`src/sbt_defines.svh`:
```
// constants for the system bus tenure master
`ifndef SBT_DEFINES_SVH
`define SBT_DEFINES_SVH
`define SBT_BURST_BEATS 3'h4
`define SBT_LAST_BEAT 2'h3
`define SBT_TT_READ 5'h0A
`define SBT_TT_WRITE 5'h02
`define SBT_TSIZ_BURST 3'h2
`define SBT_RATIO_POS 28
`define SBT_RATIO_W 4
`define SBT_HID_RESET 32'h0000_0000
`define SBT_FIFO_DEPTH 4
`define SBT_DATA_W 64
`define SBT_ADDR_W 32
`define SBT_CNT_W 8
`endif

```
`src/sbt_pkg.sv`:
```
// types for the system bus tenure master
package sbt_pkg;
  typedef enum logic [1:0] {
    SBT_A_IDLE = 2'b00,
    SBT_A_REQ = 2'b01,
    SBT_A_START = 2'b10,
    SBT_A_ACK = 2'b11
  } sbt_astate_t;

  typedef enum logic [1:0] {
    SBT_D_IDLE = 2'b00,
    SBT_D_LOAD = 2'b01,
    SBT_D_REQ = 2'b10,
    SBT_D_BEAT = 2'b11
  } sbt_dstate_t;

  typedef struct packed {
    logic [31:0] addr;
    logic write;
    logic burst;
    logic [3:0] size;
    logic wt;
    logic ci;
  } sbt_req_t;
endpackage

```
`src/sbt_fifo_if.sv`:
```
// valid/ready carrier between the bus master and its read-data fifo
`timescale 1ns/1ns
interface sbt_fifo_if #(parameter int W = 64);
  logic in_valid;
  logic in_ready;
  logic [W-1:0] in_data;
  logic out_valid;
  logic out_ready;
  logic [W-1:0] out_data;
  modport fifo (input in_valid, in_data, out_ready, output in_ready, out_valid, out_data);
  modport user (output in_valid, in_data, out_ready, input in_ready, out_valid, out_data);
endinterface

```
`src/sbt_fifo.sv`:
```
// small synchronous fifo, width and depth parameters
`timescale 1ns/1ns
module sbt_fifo #(
  parameter int W = 64,
  parameter int DEPTH = 4
) (
  // clock and reset
  input wire logic core_clk,
  input wire logic reset,
  input wire logic clk_en,
  // data ports
  sbt_fifo_if.fifo port
);
  localparam int AW = $clog2(DEPTH);
  logic [W-1:0] mem [DEPTH];
  logic [AW-1:0] wr_ptr_r;
  logic [AW-1:0] rd_ptr_r;
  logic [AW:0] count_r;
  logic push;
  logic pop;

  assign port.in_ready = (count_r != (AW+1)'(DEPTH));
  assign port.out_valid = (count_r != '0);
  assign port.out_data = mem[rd_ptr_r];
  assign push = clk_en && port.in_valid && port.in_ready;
  assign pop = clk_en && port.out_valid && port.out_ready;

  always_ff @(posedge core_clk) begin
    if (push) begin
      mem[wr_ptr_r] <= port.in_data;
    end
  end

  always_ff @(posedge core_clk or posedge reset) begin
    if (reset) begin
      wr_ptr_r <= '0;
      rd_ptr_r <= '0;
      count_r <= '0;
    end else begin
      if (push) begin
        wr_ptr_r <= (wr_ptr_r == AW'(DEPTH - 1)) ? '0 : wr_ptr_r + 1'b1;
      end
      if (pop) begin
        rd_ptr_r <= (rd_ptr_r == AW'(DEPTH - 1)) ? '0 : rd_ptr_r + 1'b1;
      end
      if (push && !pop) begin
        count_r <= count_r + 1'b1;
      end else if (pop && !push) begin
        count_r <= count_r - 1'b1;
      end
    end
  end
endmodule

```
`src/sbt_bus_master.sv`:
```
// split-tenure system bus master with clock ratio report
`timescale 1ns/1ns
`include "sbt_defines.svh"

// Summary of operation
// - address bus carries no parity; none is driven or checked.
// - data path is 64 bits, eight bytes a beat, without parity.
// - single beat: its acknowledge also ends the data tenure.
// - burst: each acknowledge ends one beat; tenure ends after the last.
// - address acknowledge ends address phase; address retry forces reissue.
// - data retry makes the device repeat that beat instead of taking it.
// - request and win the address bus before driving an address.
// - request and win the data bus separately before moving data.
// - pulse the transfer begin strobe at the start of each transaction.
// - drive size, burst, write-through and cache-inhibit attributes with the address.
// - names ending _n are asserted low; transfer type code asserted high.
// - core clock is a multiple of the bus clock chosen by four config pins.
// - core clock has 50% duty and is phase aligned to the bus clock.
// - selected clock ratio is visible in an implementation config register.
// - a burst is four beats moving one 32-byte cache block.
// - a single beat completes in one bus clock, 8 to 64 bits wide.
module sbt_bus_master (
  // clock, reset, enable
  input wire logic core_clk,
  input wire logic reset,
  input wire logic clk_en,
  // user request
  input wire logic req_valid,
  output logic req_ready,
  input wire sbt_pkg::sbt_req_t req_info,
  output logic done_pulse,
  // user write data
  input wire logic wd_valid,
  output logic wd_ready,
  input wire logic [`SBT_DATA_W-1:0] wd_data,
  // user read data
  output logic rd_valid,
  input wire logic rd_ready,
  output logic [`SBT_DATA_W-1:0] rd_data,
  // address tenure
  output logic addr_req_n,
  input wire logic addr_grant_n,
  output logic transfer_begin_n,
  output logic [`SBT_ADDR_W-1:0] addr_out,
  output logic addr_oe,
  output logic [4:0] transfer_type_code,
  output logic [2:0] tsize_code,
  output logic burst_n,
  output logic write_thru_n,
  output logic cache_inh_n,
  input wire logic addr_ack_n,
  input wire logic address_retry_n,
  // data tenure
  output logic data_req_n,
  input wire logic data_grant_n,
  input wire logic [`SBT_DATA_W-1:0] data_in,
  output logic [`SBT_DATA_W-1:0] data_out,
  output logic data_oe,
  input wire logic data_ack_n,
  input wire logic data_retry_n,
  // clocking
  input wire logic bus_clock_in,
  input wire logic [`SBT_RATIO_W-1:0] clk_ratio_cfg,
  output logic [31:0] implementation_config_reg_one,
  output logic clock_lock
);
  import sbt_pkg::*;

  sbt_astate_t astate_r;
  sbt_dstate_t dstate_r;
  sbt_req_t cur_r;
  logic [1:0] beat_r;
  logic data_pending_r;
  logic bclk_s1_r;
  logic bclk_s2_r;
  logic bclk_d_r;
  logic bus_tick;
  logic bus_fall;
  logic beat_ok;
  logic last_beat;
  logic cfg_taken_r;
  logic [`SBT_RATIO_W-1:0] ratio_r;
  logic [`SBT_CNT_W-1:0] hi_cnt_r;
  logic [`SBT_CNT_W-1:0] lo_cnt_r;
  logic [`SBT_CNT_W-1:0] hi_len_r;
  logic [`SBT_CNT_W-1:0] lo_len_r;
  logic [`SBT_CNT_W-1:0] prev_hi_r;

  sbt_fifo_if #(.W(`SBT_DATA_W)) rdq ();

  sbt_fifo #(.W(`SBT_DATA_W), .DEPTH(`SBT_FIFO_DEPTH)) u_rdq (
    .core_clk(core_clk),
    .reset(reset),
    .clk_en(clk_en),
    .port(rdq.fifo)
  );

  // bus clock sampled in the core domain; edges pace every bus action
  always_ff @(posedge core_clk or posedge reset) begin
    if (reset) begin
      bclk_s1_r <= 1'b0;
      bclk_s2_r <= 1'b0;
      bclk_d_r <= 1'b0;
    end else if (clk_en) begin
      bclk_s1_r <= bus_clock_in;
      bclk_s2_r <= bclk_s1_r;
      bclk_d_r <= bclk_s2_r;
    end
  end

  assign bus_tick = clk_en && bclk_s2_r && !bclk_d_r;
  assign bus_fall = clk_en && !bclk_s2_r && bclk_d_r;

  // ratio pins caught on the first enabled edge after reset release
  always_ff @(posedge core_clk or posedge reset) begin
    if (reset) begin
      cfg_taken_r <= 1'b0;
      ratio_r <= '0;
    end else if (clk_en && !cfg_taken_r) begin
      cfg_taken_r <= 1'b1;
      ratio_r <= clk_ratio_cfg;
    end
  end

  // read-only view; no write path exists
  always_comb begin
    implementation_config_reg_one = `SBT_HID_RESET;
    implementation_config_reg_one[`SBT_RATIO_POS +: `SBT_RATIO_W] = ratio_r;
  end

  // high and low halves of the bus clock measured in core cycles
  always_ff @(posedge core_clk or posedge reset) begin
    if (reset) begin
      hi_cnt_r <= '0;
      lo_cnt_r <= '0;
      hi_len_r <= '0;
      lo_len_r <= '0;
      prev_hi_r <= '0;
    end else if (clk_en) begin
      if (bus_tick) begin
        lo_len_r <= lo_cnt_r;
        lo_cnt_r <= '0;
        hi_cnt_r <= 8'h01;
      end else if (bus_fall) begin
        hi_len_r <= hi_cnt_r;
        prev_hi_r <= hi_len_r;
        hi_cnt_r <= '0;
        lo_cnt_r <= 8'h01;
      end else if (bclk_s2_r) begin
        if (hi_cnt_r != 8'hFF) begin
          hi_cnt_r <= hi_cnt_r + 1'b1;
        end
      end else if (lo_cnt_r != 8'hFF) begin
        lo_cnt_r <= lo_cnt_r + 1'b1;
      end
    end
  end

  // lock: equal halves, and the high half matching the previous high half, means aligned multiple
  always_ff @(posedge core_clk or posedge reset) begin
    if (reset) begin
      clock_lock <= 1'b0;
    end else if (clk_en) begin
      clock_lock <= (hi_len_r != '0) && (hi_len_r == lo_len_r) && (hi_len_r == prev_hi_r);
    end
  end

  // one transaction in flight at a time keeps ordering trivial
  assign req_ready = clk_en && cfg_taken_r && (astate_r == SBT_A_IDLE) && (dstate_r == SBT_D_IDLE)
                     && !data_pending_r;

  always_ff @(posedge core_clk or posedge reset) begin
    if (reset) begin
      cur_r <= '0;
    end else if (req_valid && req_ready) begin
      cur_r <= req_info;
    end
  end

  // address tenure
  always_ff @(posedge core_clk or posedge reset) begin
    if (reset) begin
      astate_r <= SBT_A_IDLE;
    end else if (clk_en) begin
      unique case (astate_r)
        SBT_A_IDLE: begin
          if (req_valid && req_ready) begin
            astate_r <= SBT_A_REQ;
          end
        end
        SBT_A_REQ: begin
          if (bus_tick && !addr_grant_n) begin
            astate_r <= SBT_A_START;
          end
        end
        SBT_A_START: begin
          if (bus_tick) begin
            astate_r <= SBT_A_ACK;
          end
        end
        SBT_A_ACK: begin
          if (bus_tick && !address_retry_n) begin
            astate_r <= SBT_A_REQ;
          end else if (bus_tick && !addr_ack_n) begin
            astate_r <= SBT_A_IDLE;
          end
        end
      endcase
    end
  end

  // address pins registered, changed only on bus clock edges
  always_ff @(posedge core_clk or posedge reset) begin
    if (reset) begin
      addr_req_n <= 1'b1;
      transfer_begin_n <= 1'b1;
      addr_oe <= 1'b0;
      addr_out <= '0;
      transfer_type_code <= '0;
      tsize_code <= '0;
      burst_n <= 1'b1;
      write_thru_n <= 1'b1;
      cache_inh_n <= 1'b1;
    end else if (bus_tick) begin
      addr_req_n <= !((astate_r == SBT_A_REQ) && addr_grant_n);
      transfer_begin_n <= !((astate_r == SBT_A_REQ) && !addr_grant_n);
      if ((astate_r == SBT_A_REQ) && !addr_grant_n) begin
        addr_oe <= 1'b1;
        addr_out <= cur_r.addr;
        transfer_type_code <= cur_r.write ? `SBT_TT_WRITE : `SBT_TT_READ;
        tsize_code <= cur_r.burst ? `SBT_TSIZ_BURST : cur_r.size[2:0];
        burst_n <= !cur_r.burst;
        write_thru_n <= !cur_r.wt;
        cache_inh_n <= !cur_r.ci;
      end else if ((astate_r == SBT_A_ACK) && (!addr_ack_n || !address_retry_n)) begin
        addr_oe <= 1'b0;
      end
    end
  end

  // address acked without retry hands the transfer to the data tenure
  always_ff @(posedge core_clk or posedge reset) begin
    if (reset) begin
      data_pending_r <= 1'b0;
    end else if (clk_en) begin
      if (bus_tick && (astate_r == SBT_A_ACK) && address_retry_n && !addr_ack_n) begin
        data_pending_r <= 1'b1;
      end else if (dstate_r != SBT_D_IDLE) begin
        data_pending_r <= 1'b0;
      end
    end
  end

  assign beat_ok = bus_tick && (dstate_r == SBT_D_BEAT) && !data_ack_n && data_retry_n;
  assign last_beat = !cur_r.burst || (beat_r == `SBT_LAST_BEAT);
  assign wd_ready = clk_en && (dstate_r == SBT_D_LOAD) && cur_r.write;

  // data tenure
  always_ff @(posedge core_clk or posedge reset) begin
    if (reset) begin
      dstate_r <= SBT_D_IDLE;
    end else if (clk_en) begin
      unique case (dstate_r)
        SBT_D_IDLE: begin
          if (data_pending_r) begin
            dstate_r <= SBT_D_LOAD;
          end
        end
        SBT_D_LOAD: begin
          // reads wait for a drained fifo so a whole burst always fits
          if (cur_r.write ? wd_valid : (!rdq.out_valid && rdq.in_ready)) begin
            dstate_r <= SBT_D_REQ;
          end
        end
        SBT_D_REQ: begin
          if (bus_tick && !data_grant_n) begin
            dstate_r <= SBT_D_BEAT;
          end
        end
        SBT_D_BEAT: begin
          if (beat_ok && last_beat) begin
            dstate_r <= SBT_D_IDLE;
          end else if (beat_ok && cur_r.write) begin
            dstate_r <= SBT_D_LOAD;
          end
        end
      endcase
    end
  end

  always_ff @(posedge core_clk or posedge reset) begin
    if (reset) begin
      beat_r <= '0;
    end else if (clk_en) begin
      if (dstate_r == SBT_D_IDLE) begin
        beat_r <= '0;
      end else if (beat_ok) begin
        beat_r <= beat_r + 1'b1;
      end
    end
  end

  always_ff @(posedge core_clk or posedge reset) begin
    if (reset) begin
      data_out <= '0;
    end else if (wd_ready && wd_valid) begin
      data_out <= wd_data;
    end
  end

  // data pins; a retried beat keeps request and data unchanged
  always_ff @(posedge core_clk or posedge reset) begin
    if (reset) begin
      data_req_n <= 1'b1;
      data_oe <= 1'b0;
    end else if (bus_tick) begin
      data_req_n <= !((dstate_r == SBT_D_REQ) && data_grant_n);
      if ((dstate_r == SBT_D_REQ) && !data_grant_n) begin
        data_oe <= cur_r.write;
      end else if (beat_ok) begin
        data_oe <= 1'b0;
      end
    end
  end

  always_ff @(posedge core_clk or posedge reset) begin
    if (reset) begin
      done_pulse <= 1'b0;
    end else if (clk_en) begin
      done_pulse <= beat_ok && last_beat;
    end
  end

  // read beats go straight into the fifo; retried beats are dropped
  assign rdq.in_valid = beat_ok && !cur_r.write;
  assign rdq.in_data = data_in;
  assign rdq.out_ready = rd_ready;
  assign rd_valid = rdq.out_valid;
  assign rd_data = rdq.out_data;
endmodule

```
`config.mk`:
```
export PLATFORM = sky130hd
export DESIGN_NAME = sbt_bus_master
export DESIGN_NICKNAME = d
export VERILOG_FILES = /design/src/sbt_pkg.sv /design/src/sbt_fifo_if.sv /design/src/sbt_fifo.sv /design/src/sbt_bus_master.sv
export VERILOG_INCLUDE_DIRS = /design/src /design/src/src
export SDC_FILE = /design/constraint.sdc
export NUM_CORES = 1
export LEC_CHECK = 0
export BUFFER_PORTS_ARGS = -buffer_cell sky130_fd_sc_hd__buf_2
export CAP_MARGIN = 10
export CORE_AREA = 2 2 187 262
export CTS_BUF_LIST = sky130_fd_sc_hd__clkbuf_8
export DETAILED_ROUTE_END_ITERATION = 12
export DIE_AREA = 0 0 189 264
export PLACE_DENSITY = 0.64
export SETUP_SLACK_MARGIN = 0.5
export SYNTH_ARGS = -nofsm -noshare
export SYNTH_HDL_FRONTEND = slang
export SYNTH_SLANG_ARGS = --single-unit
```
`constraint.sdc`:
```
create_clock -name core_clk -period 8.7 [get_ports core_clk]
set_input_delay 1.74 -clock core_clk [delete_from_list [all_inputs] [get_ports core_clk]]
set_output_delay 1.74 -clock core_clk [all_outputs]
set_load 0.005 [all_outputs]
```
======== After elaboration in Yosys (flattened, before gate mapping) ========
Memory sizes are Yosys's and may differ from the RTL's.
Index checks and enable logic that the tools add are counted.
cells by class
  bitwise logic cells ..................... 1
  $add $sub $neg .......................... 7
  multiplexer cells ....................... 37
  equal/unequal tests ..................... 23
  reduce and logical (&&, ||, !) cells .... 85
operators with widths
  operator                                              number
  two-way mux 8 bit                                     8
  logical AND 1 bit                                     40
  two-way mux 2 bit                                     14
  logical NOT 1 bit                                     19
  adder 8 x 1 -> 8 bit (second input constant)          2
  equality test 8 bit                                   2
  != test 8 bit (second input constant)                 2
  case mux 2 bit (4 select lines)                       2
  equality test 2 bit (second input constant)           7
  AND reduction 2 bit                                   6
  nonzero test 2 bit                                    6
  nonzero test 3 bit                                    4
  AND reduction 5 bit                                   2
  two-way mux 1 bit                                     9
  two-way mux 3 bit                                     3
  AND reduction 3 bit                                   3
  != test 2 bit (second input constant)                 4
  nonzero test 8 bit                                    1
  adder 2 x 1 -> 2 bit (second input constant)          3
  != test 3 x 1 -> 1 bit (second input constant)        2
  != test 3 bit (second input constant)                 2
  equality test 2 x 1 -> 1 bit (second input constant)  2
  logical NOT 2 bit                                     2
  two-way mux 4 bit                                     1
  other kinds (5)                                       7
word-level totals
  RAM bits ................................ 256
  flip-flop bits (word level) ............. 215
  logic and storage cells ................. 191
  input bits .............................. 185
  output and inout port bits .............. 213
  memories ................................ 1
memories
  memory     words  bits a word  rd ports  clocked after Yosys merged registers in  write ports  RTL line        text
  u_rdq.mem  4      64           1         0                                        1            sbt_fifo.sv:15  logic [W-1:0] mem [DEPTH];

======== Longest topological paths before layout ========
  word-level depth ........................ 12
  gate-level depth with buffers ........... 11
  depth with buffers taken out ............ 10

======== By module ========
Synthesis repeated with hierarchy kept, for this count alone.
unflattened totals
  cells, all modules ...................... 1089
  area, all modules ....................... 18382.6 µm²
modules (own cells, without submodules)
  module          instances  cells each  seq. area each (µm²)  area each (µm²)
  sbt_fifo        1          373         7862.5                9674.3
  sbt_bus_master  1          716         5137.4                8708.4

======== Least setup slack after synthesis ========
Ideal clock, no wire load.
  path kind ............................... input port to flip-flop
  start ................................... in clk_en
  end ..................................... mem u_rdq.mem[0][0] (enable)
  buffers on the path ..................... 1
  stages .................................. 6
  arrival time ............................ 4.215 ns
  path slack .............................. 4.057 ns
  data required time ...................... 8.271 ns
  setup time .............................. 0.429 ns
  path through ............................ buf_2 > inv_2 > nor3_4 > nand2_2 > a211oi_4 > and2_1
on the way
  longest elaborated chain between the ends .. 10
RTL lines
  element                                    RTL line               text
  from (decl)                                sbt_bus_master.sv:26   input wire logic clk_en,
  logical AND 1 bit (2 in series)            sbt_bus_master.sv:111  assign bus_tick = clk_en && bclk_s2_r && !bclk_d_r;
  logical AND 1 bit (3 in series)            sbt_bus_master.sv:254  assign beat_ok = bus_tick && (dstate_r == SBT_D_BEAT) && !data_ack_n && data_retry_n;
  logical AND 1 bit                          sbt_bus_master.sv:335  assign rdq.in_valid = beat_ok && !cur_r.write;
  logical AND 1 bit * (2 in series)          sbt_fifo.sv:25         assign push = clk_en && port.in_valid && port.in_ready;
  via u_rdq.push                             sbt_fifo.sv:19         logic push;
  two-way mux 1 bit *                        sbt_fifo.sv:29         if (push) begin
  two-way mux 1 bit (not written as such) *  sbt_fifo.sv:30         mem[wr_ptr_r] <= port.in_data;
  to (decl)                                  sbt_fifo.sv:15
The timed path passes the listed nets; every way through them passes the cells marked *.

======== Worst setup path in the final report ========
  start ................................... reg u_rdq.rd_ptr_r[0]
  end ..................................... out rd_data[5]
on the way
  longest elaborated chain between the ends .. 1
RTL lines
  element                 RTL line              text
  from (decl)             sbt_fifo.sv:17        logic [AW-1:0] rd_ptr_r;
  from (signal assigned)  sbt_fifo.sv:44        rd_ptr_r <= (rd_ptr_r == AW'(DEPTH - 1)) ? '0 : rd_ptr_r + 1'b1;
  memory (4 x 64 bit)     --
  to (decl)               sbt_bus_master.sv:39  output logic [`SBT_DATA_W-1:0] rd_data,
No other way between the ends.

==> results.txt <==
The share of the Yosys chip area taken by registers is 0.711. Counting both buffers and inverters, the worst setup path holds a total of 2. The H-tree generated during clock tree synthesis spans 3 levels. The clock drives 468 sinks. The endpoint identified for the worst register-to-register timing path is u_rdq.mem[3][15]. Setup repair after global routing left no endpoint under its margin.

The placer congestion estimate is 0.778. The routed wire length is 40400 microns. STA classifies the critical path endpoint as a primary output.

The delay of the slowest critical-path stage came out at 950 ps. The xor/xnor cell area share of the yosys netlist came out at 0.00239. The cell area after placement came out at 0.0207 sq mm. The critical path goes through buf_4 -> mux4_2 -> buf_2. The dominant combinational cell family by area after synthesis is multiplexers. The number of resized instances in the post-cts repair step is 0.

The initial utilization of the core area, before any placement, comes to 0.384. The worst endpoint required time came out at 6960 ps. The number of antenna violations at the first check in global routing is 1. The sum of negative setup slack is 0 ps. The setup violation total in the final timing report is 0. The iteration count of the initial detailed-routing pass came out at 4.

In the layout the commonest cells are buf_2, edfxtp_1, dfrtp_1, nand2_1, mux2_2. For the pin with the worst max-slew slack, the measured transition is 1080 ps. The total area inside the core boundary comes to 0.0477 sq mm. The worst pin sits at a relative slew slack of 0.280. The tightest hold path in the finished design has a slack of 432 ps. The count of flip-flops with a built-in enable after synthesis is 256. The die width is 189 microns. The capturing element of the worst setup path is rd_data[5]. The utilization of the core after routing came out at 0.464. The final antenna-violating net count came out at 0. In this run the register-to-register setup slack is 5650 ps.

The clock tree from TritonCTS is yes. At the worst endpoint, the arrival time is 3010 ps. The placement row count is 95. The achievable frequency is 0.210 GHz.

The number of cell instances on the worst register-to-register path is 6. The final-report hold violation count came out at 0. The ratio of cells with drive above 1 in the final layout came out at 0.446.

The die is 264 microns tall. The proportion of synthesized area in mux cells came out at 0.160. The tree is rooted in a clkbuf_8.

The count of different cell masters after synthesis came out at 62. Entering global routing, the biggest net connects 148 pins. The total power consumption of the routed design came out at 6.37 mW.

The post-synthesis adder-cell area fraction is 0.0134. In this run the worst path has a maximum fanout of 39. The number of nets in the finished design came out at 1702. The max-slew violation total from the final report is 0. The startpoint class of the critical path is a register. The all-layer global routing usage is 0.163. The number of CTS-inserted buffers is 73. The first-iteration detailed-routing DRC count is 542. The first global-routing pass estimated 62600 microns of wire.

The area fraction in compound gates after synthesis came out at 0.0280. The worst clock skew on the final layout is 21.6 ps. Max-cap violations in this run came to 0. The run finished with clean final reports. The share of flip-flops with an asynchronous set or reset after synthesis came out at 0.453.

The leakage power is 9.38 nW. The average via count per standard cell came out at 4.82. The area of all placed cells without fillers is 0.0221 sq mm. The highest-delay cell along the critical path is dfrtp_4.

The peak supply drop came out at 0.185 mV. The cell area after synthesis came out at 0.0183 sq mm. Input and output buffers added on the ports amount to 365. The clock latency reported for the late side of the worst-skew pair is 630 ps. Synthesis produced a netlist whose cell count is 1094. The quantity of hold-fixing buffers added after cts came out at 0. The startpoint of the most critical setup path is u_rdq.rd_ptr_r[0]. For this run the aggregate overflow at the end of global routing stands at 0. Leaving out fill and tap cells, the most frequent cell in the layout is buf_2. Dividing the detail-routed wire length by the instance count gives 18.5 microns.

The via count of the first global-routing pass was 11.4k. No sink is reached through more buffers than the 3 on the longest clock path. The final route contains 10.5k vias. The path class of the tightest hold or removal check is reg2reg.

The post-synthesis average cell area came out at 16.7 sq um. The fraction of the mapped netlist area in simple logic gates came out at 0.0596. The worst setup path is of the reg2out kind. The number of gates on the worst path with buffers counted came out at 3. Of the available clock period, the critical path in the final layout requires 0.546.

The die covers 0.0499 sq mm. The DRC violation count after routing is 0. The power per unit of standard cell area came out at 288 mW/mm^2.

Once detailed placement completed, the half-perimeter wirelength came to 26100 microns. The top-level port count is 398. The minimum period implied by the final worst setup slack came out at 4750 ps. On the critical path the largest part of the delay comes from flip-flops. The clock-pin slew of the registers on the worst-case setup and hold paths is 60 ps. The total of flip-flops plus latches after synthesis is 468. The number of setup buffers added after CTS is 0. The Yosys warning count came out at 0. The reg-to-reg critical path startpoint is bclk_s2_r.

In the synthesized netlist the dominant register cell turns out to be edfxtp_1. The area growth from synthesis to layout is 20.9%.
-- synth_stat cells, drive strengths merged, types with 7 or more instances --
library cell | n | share of area
a21oi | 16 | 0.0044
a31oi | 7 | 0.0024
and2 | 9 | 0.0031
buf | 59 | 0.020
clkbuf | 16 | 0.0034
dfrtp | 206 | 0.28
edfxtp | 256 | 0.42
ha | 18 | 0.012
inv | 13 | 0.0027
mux2 | 130 | 0.080
mux4 | 64 | 0.079
nand2 | 152 | 0.031
nand3 | 12 | 0.0033
nor2 | 25 | 0.0051
nor3 | 13 | 0.0042
o21ai | 19 | 0.0052
-- cells by family (layout without fill, tap and decap cells) --
group | after synthesis | after routing
AO/OA/AOI/OAI | 76 | 76
XOR/XNOR | 5 | 5
adder cells (fa/ha/maj) | 19 | 19
buffers and inverters | 88 | 517
flip-flops | 468 | 468
multiplexers | 195 | 195
other | 1 | 35
AND/OR/NAND/NOR | 242 | 242
-- worst min-delay path by stage --
stage	from	end	depth (start not counted)
6_report	cur_r[1]	write_thru_n	1
5_1_grt	cur_r[1]	write_thru_n	1
4_1_cts	cur_r[1]	write_thru_n	1
3_5_place_dp	cur_r[1]	write_thru_n	1
3_3_place_gp	cur_r[0]	cache_inh_n	1
2_1_floorplan	cur_r[0]	cache_inh_n	1
-- routing by layer --
layer,GRT usage,part of all wire,vias to the layer above
met3,0.0529,0.081,45
met4,0.0519,0.015,0
met1,0.184,0.38,5291
li1,-,-,4822
met2,0.289,0.53,383
met5,0,0,-
-- report_power, final --
| part | switching, mW | leakage, nW | total (mW) | internal, mW |
|---|---|---|---|---|
| sequential | 0.308 | 4.97 | 3.04 | 2.73 |
| clock | 0.848 | 0.806 | 1.79 | 0.942 |
| combinational | 0.680 | 3.60 | 1.54 | 0.864 |
-- through the flow --
step	worst slack, ps	cells
after global routing	3650	2184
after global placement	4070	2053
after floorplan	1180	1124
final	3950	2187
after CTS	3730	2183
after detailed placement	4040	2053
-- cell type report --
class | instances | area, sq um
fill | 4276 | 25600
sequential | 468 | 13000
multi-input combinational | 568 | 4950
timing repair buffer | 374 | 1890
clock buffer | 80 | 1100
tap | 630 | 788
clock inverter | 50 | 308
inverter | 13 | 56.3
antenna | 4 | 10.0
-- sequential cells by signal (all words and copies together), names as in the netlist, 2 cells and up --
register	cells
addr_out	32
astate_r	2
beat_r	2
cur_r	39
data_out	64
dstate_r	2
hi_cnt_r	8
hi_len_r	8
lo_cnt_r	8
lo_len_r	8
prev_hi_r	8
ratio_r	4
transfer_type_code	2
tsize_code	3
u_rdq.count_r	3
u_rdq.mem	256
u_rdq.rd_ptr_r	2
u_rdq.wr_ptr_r	2
Power figures use the tool's default switching activity.
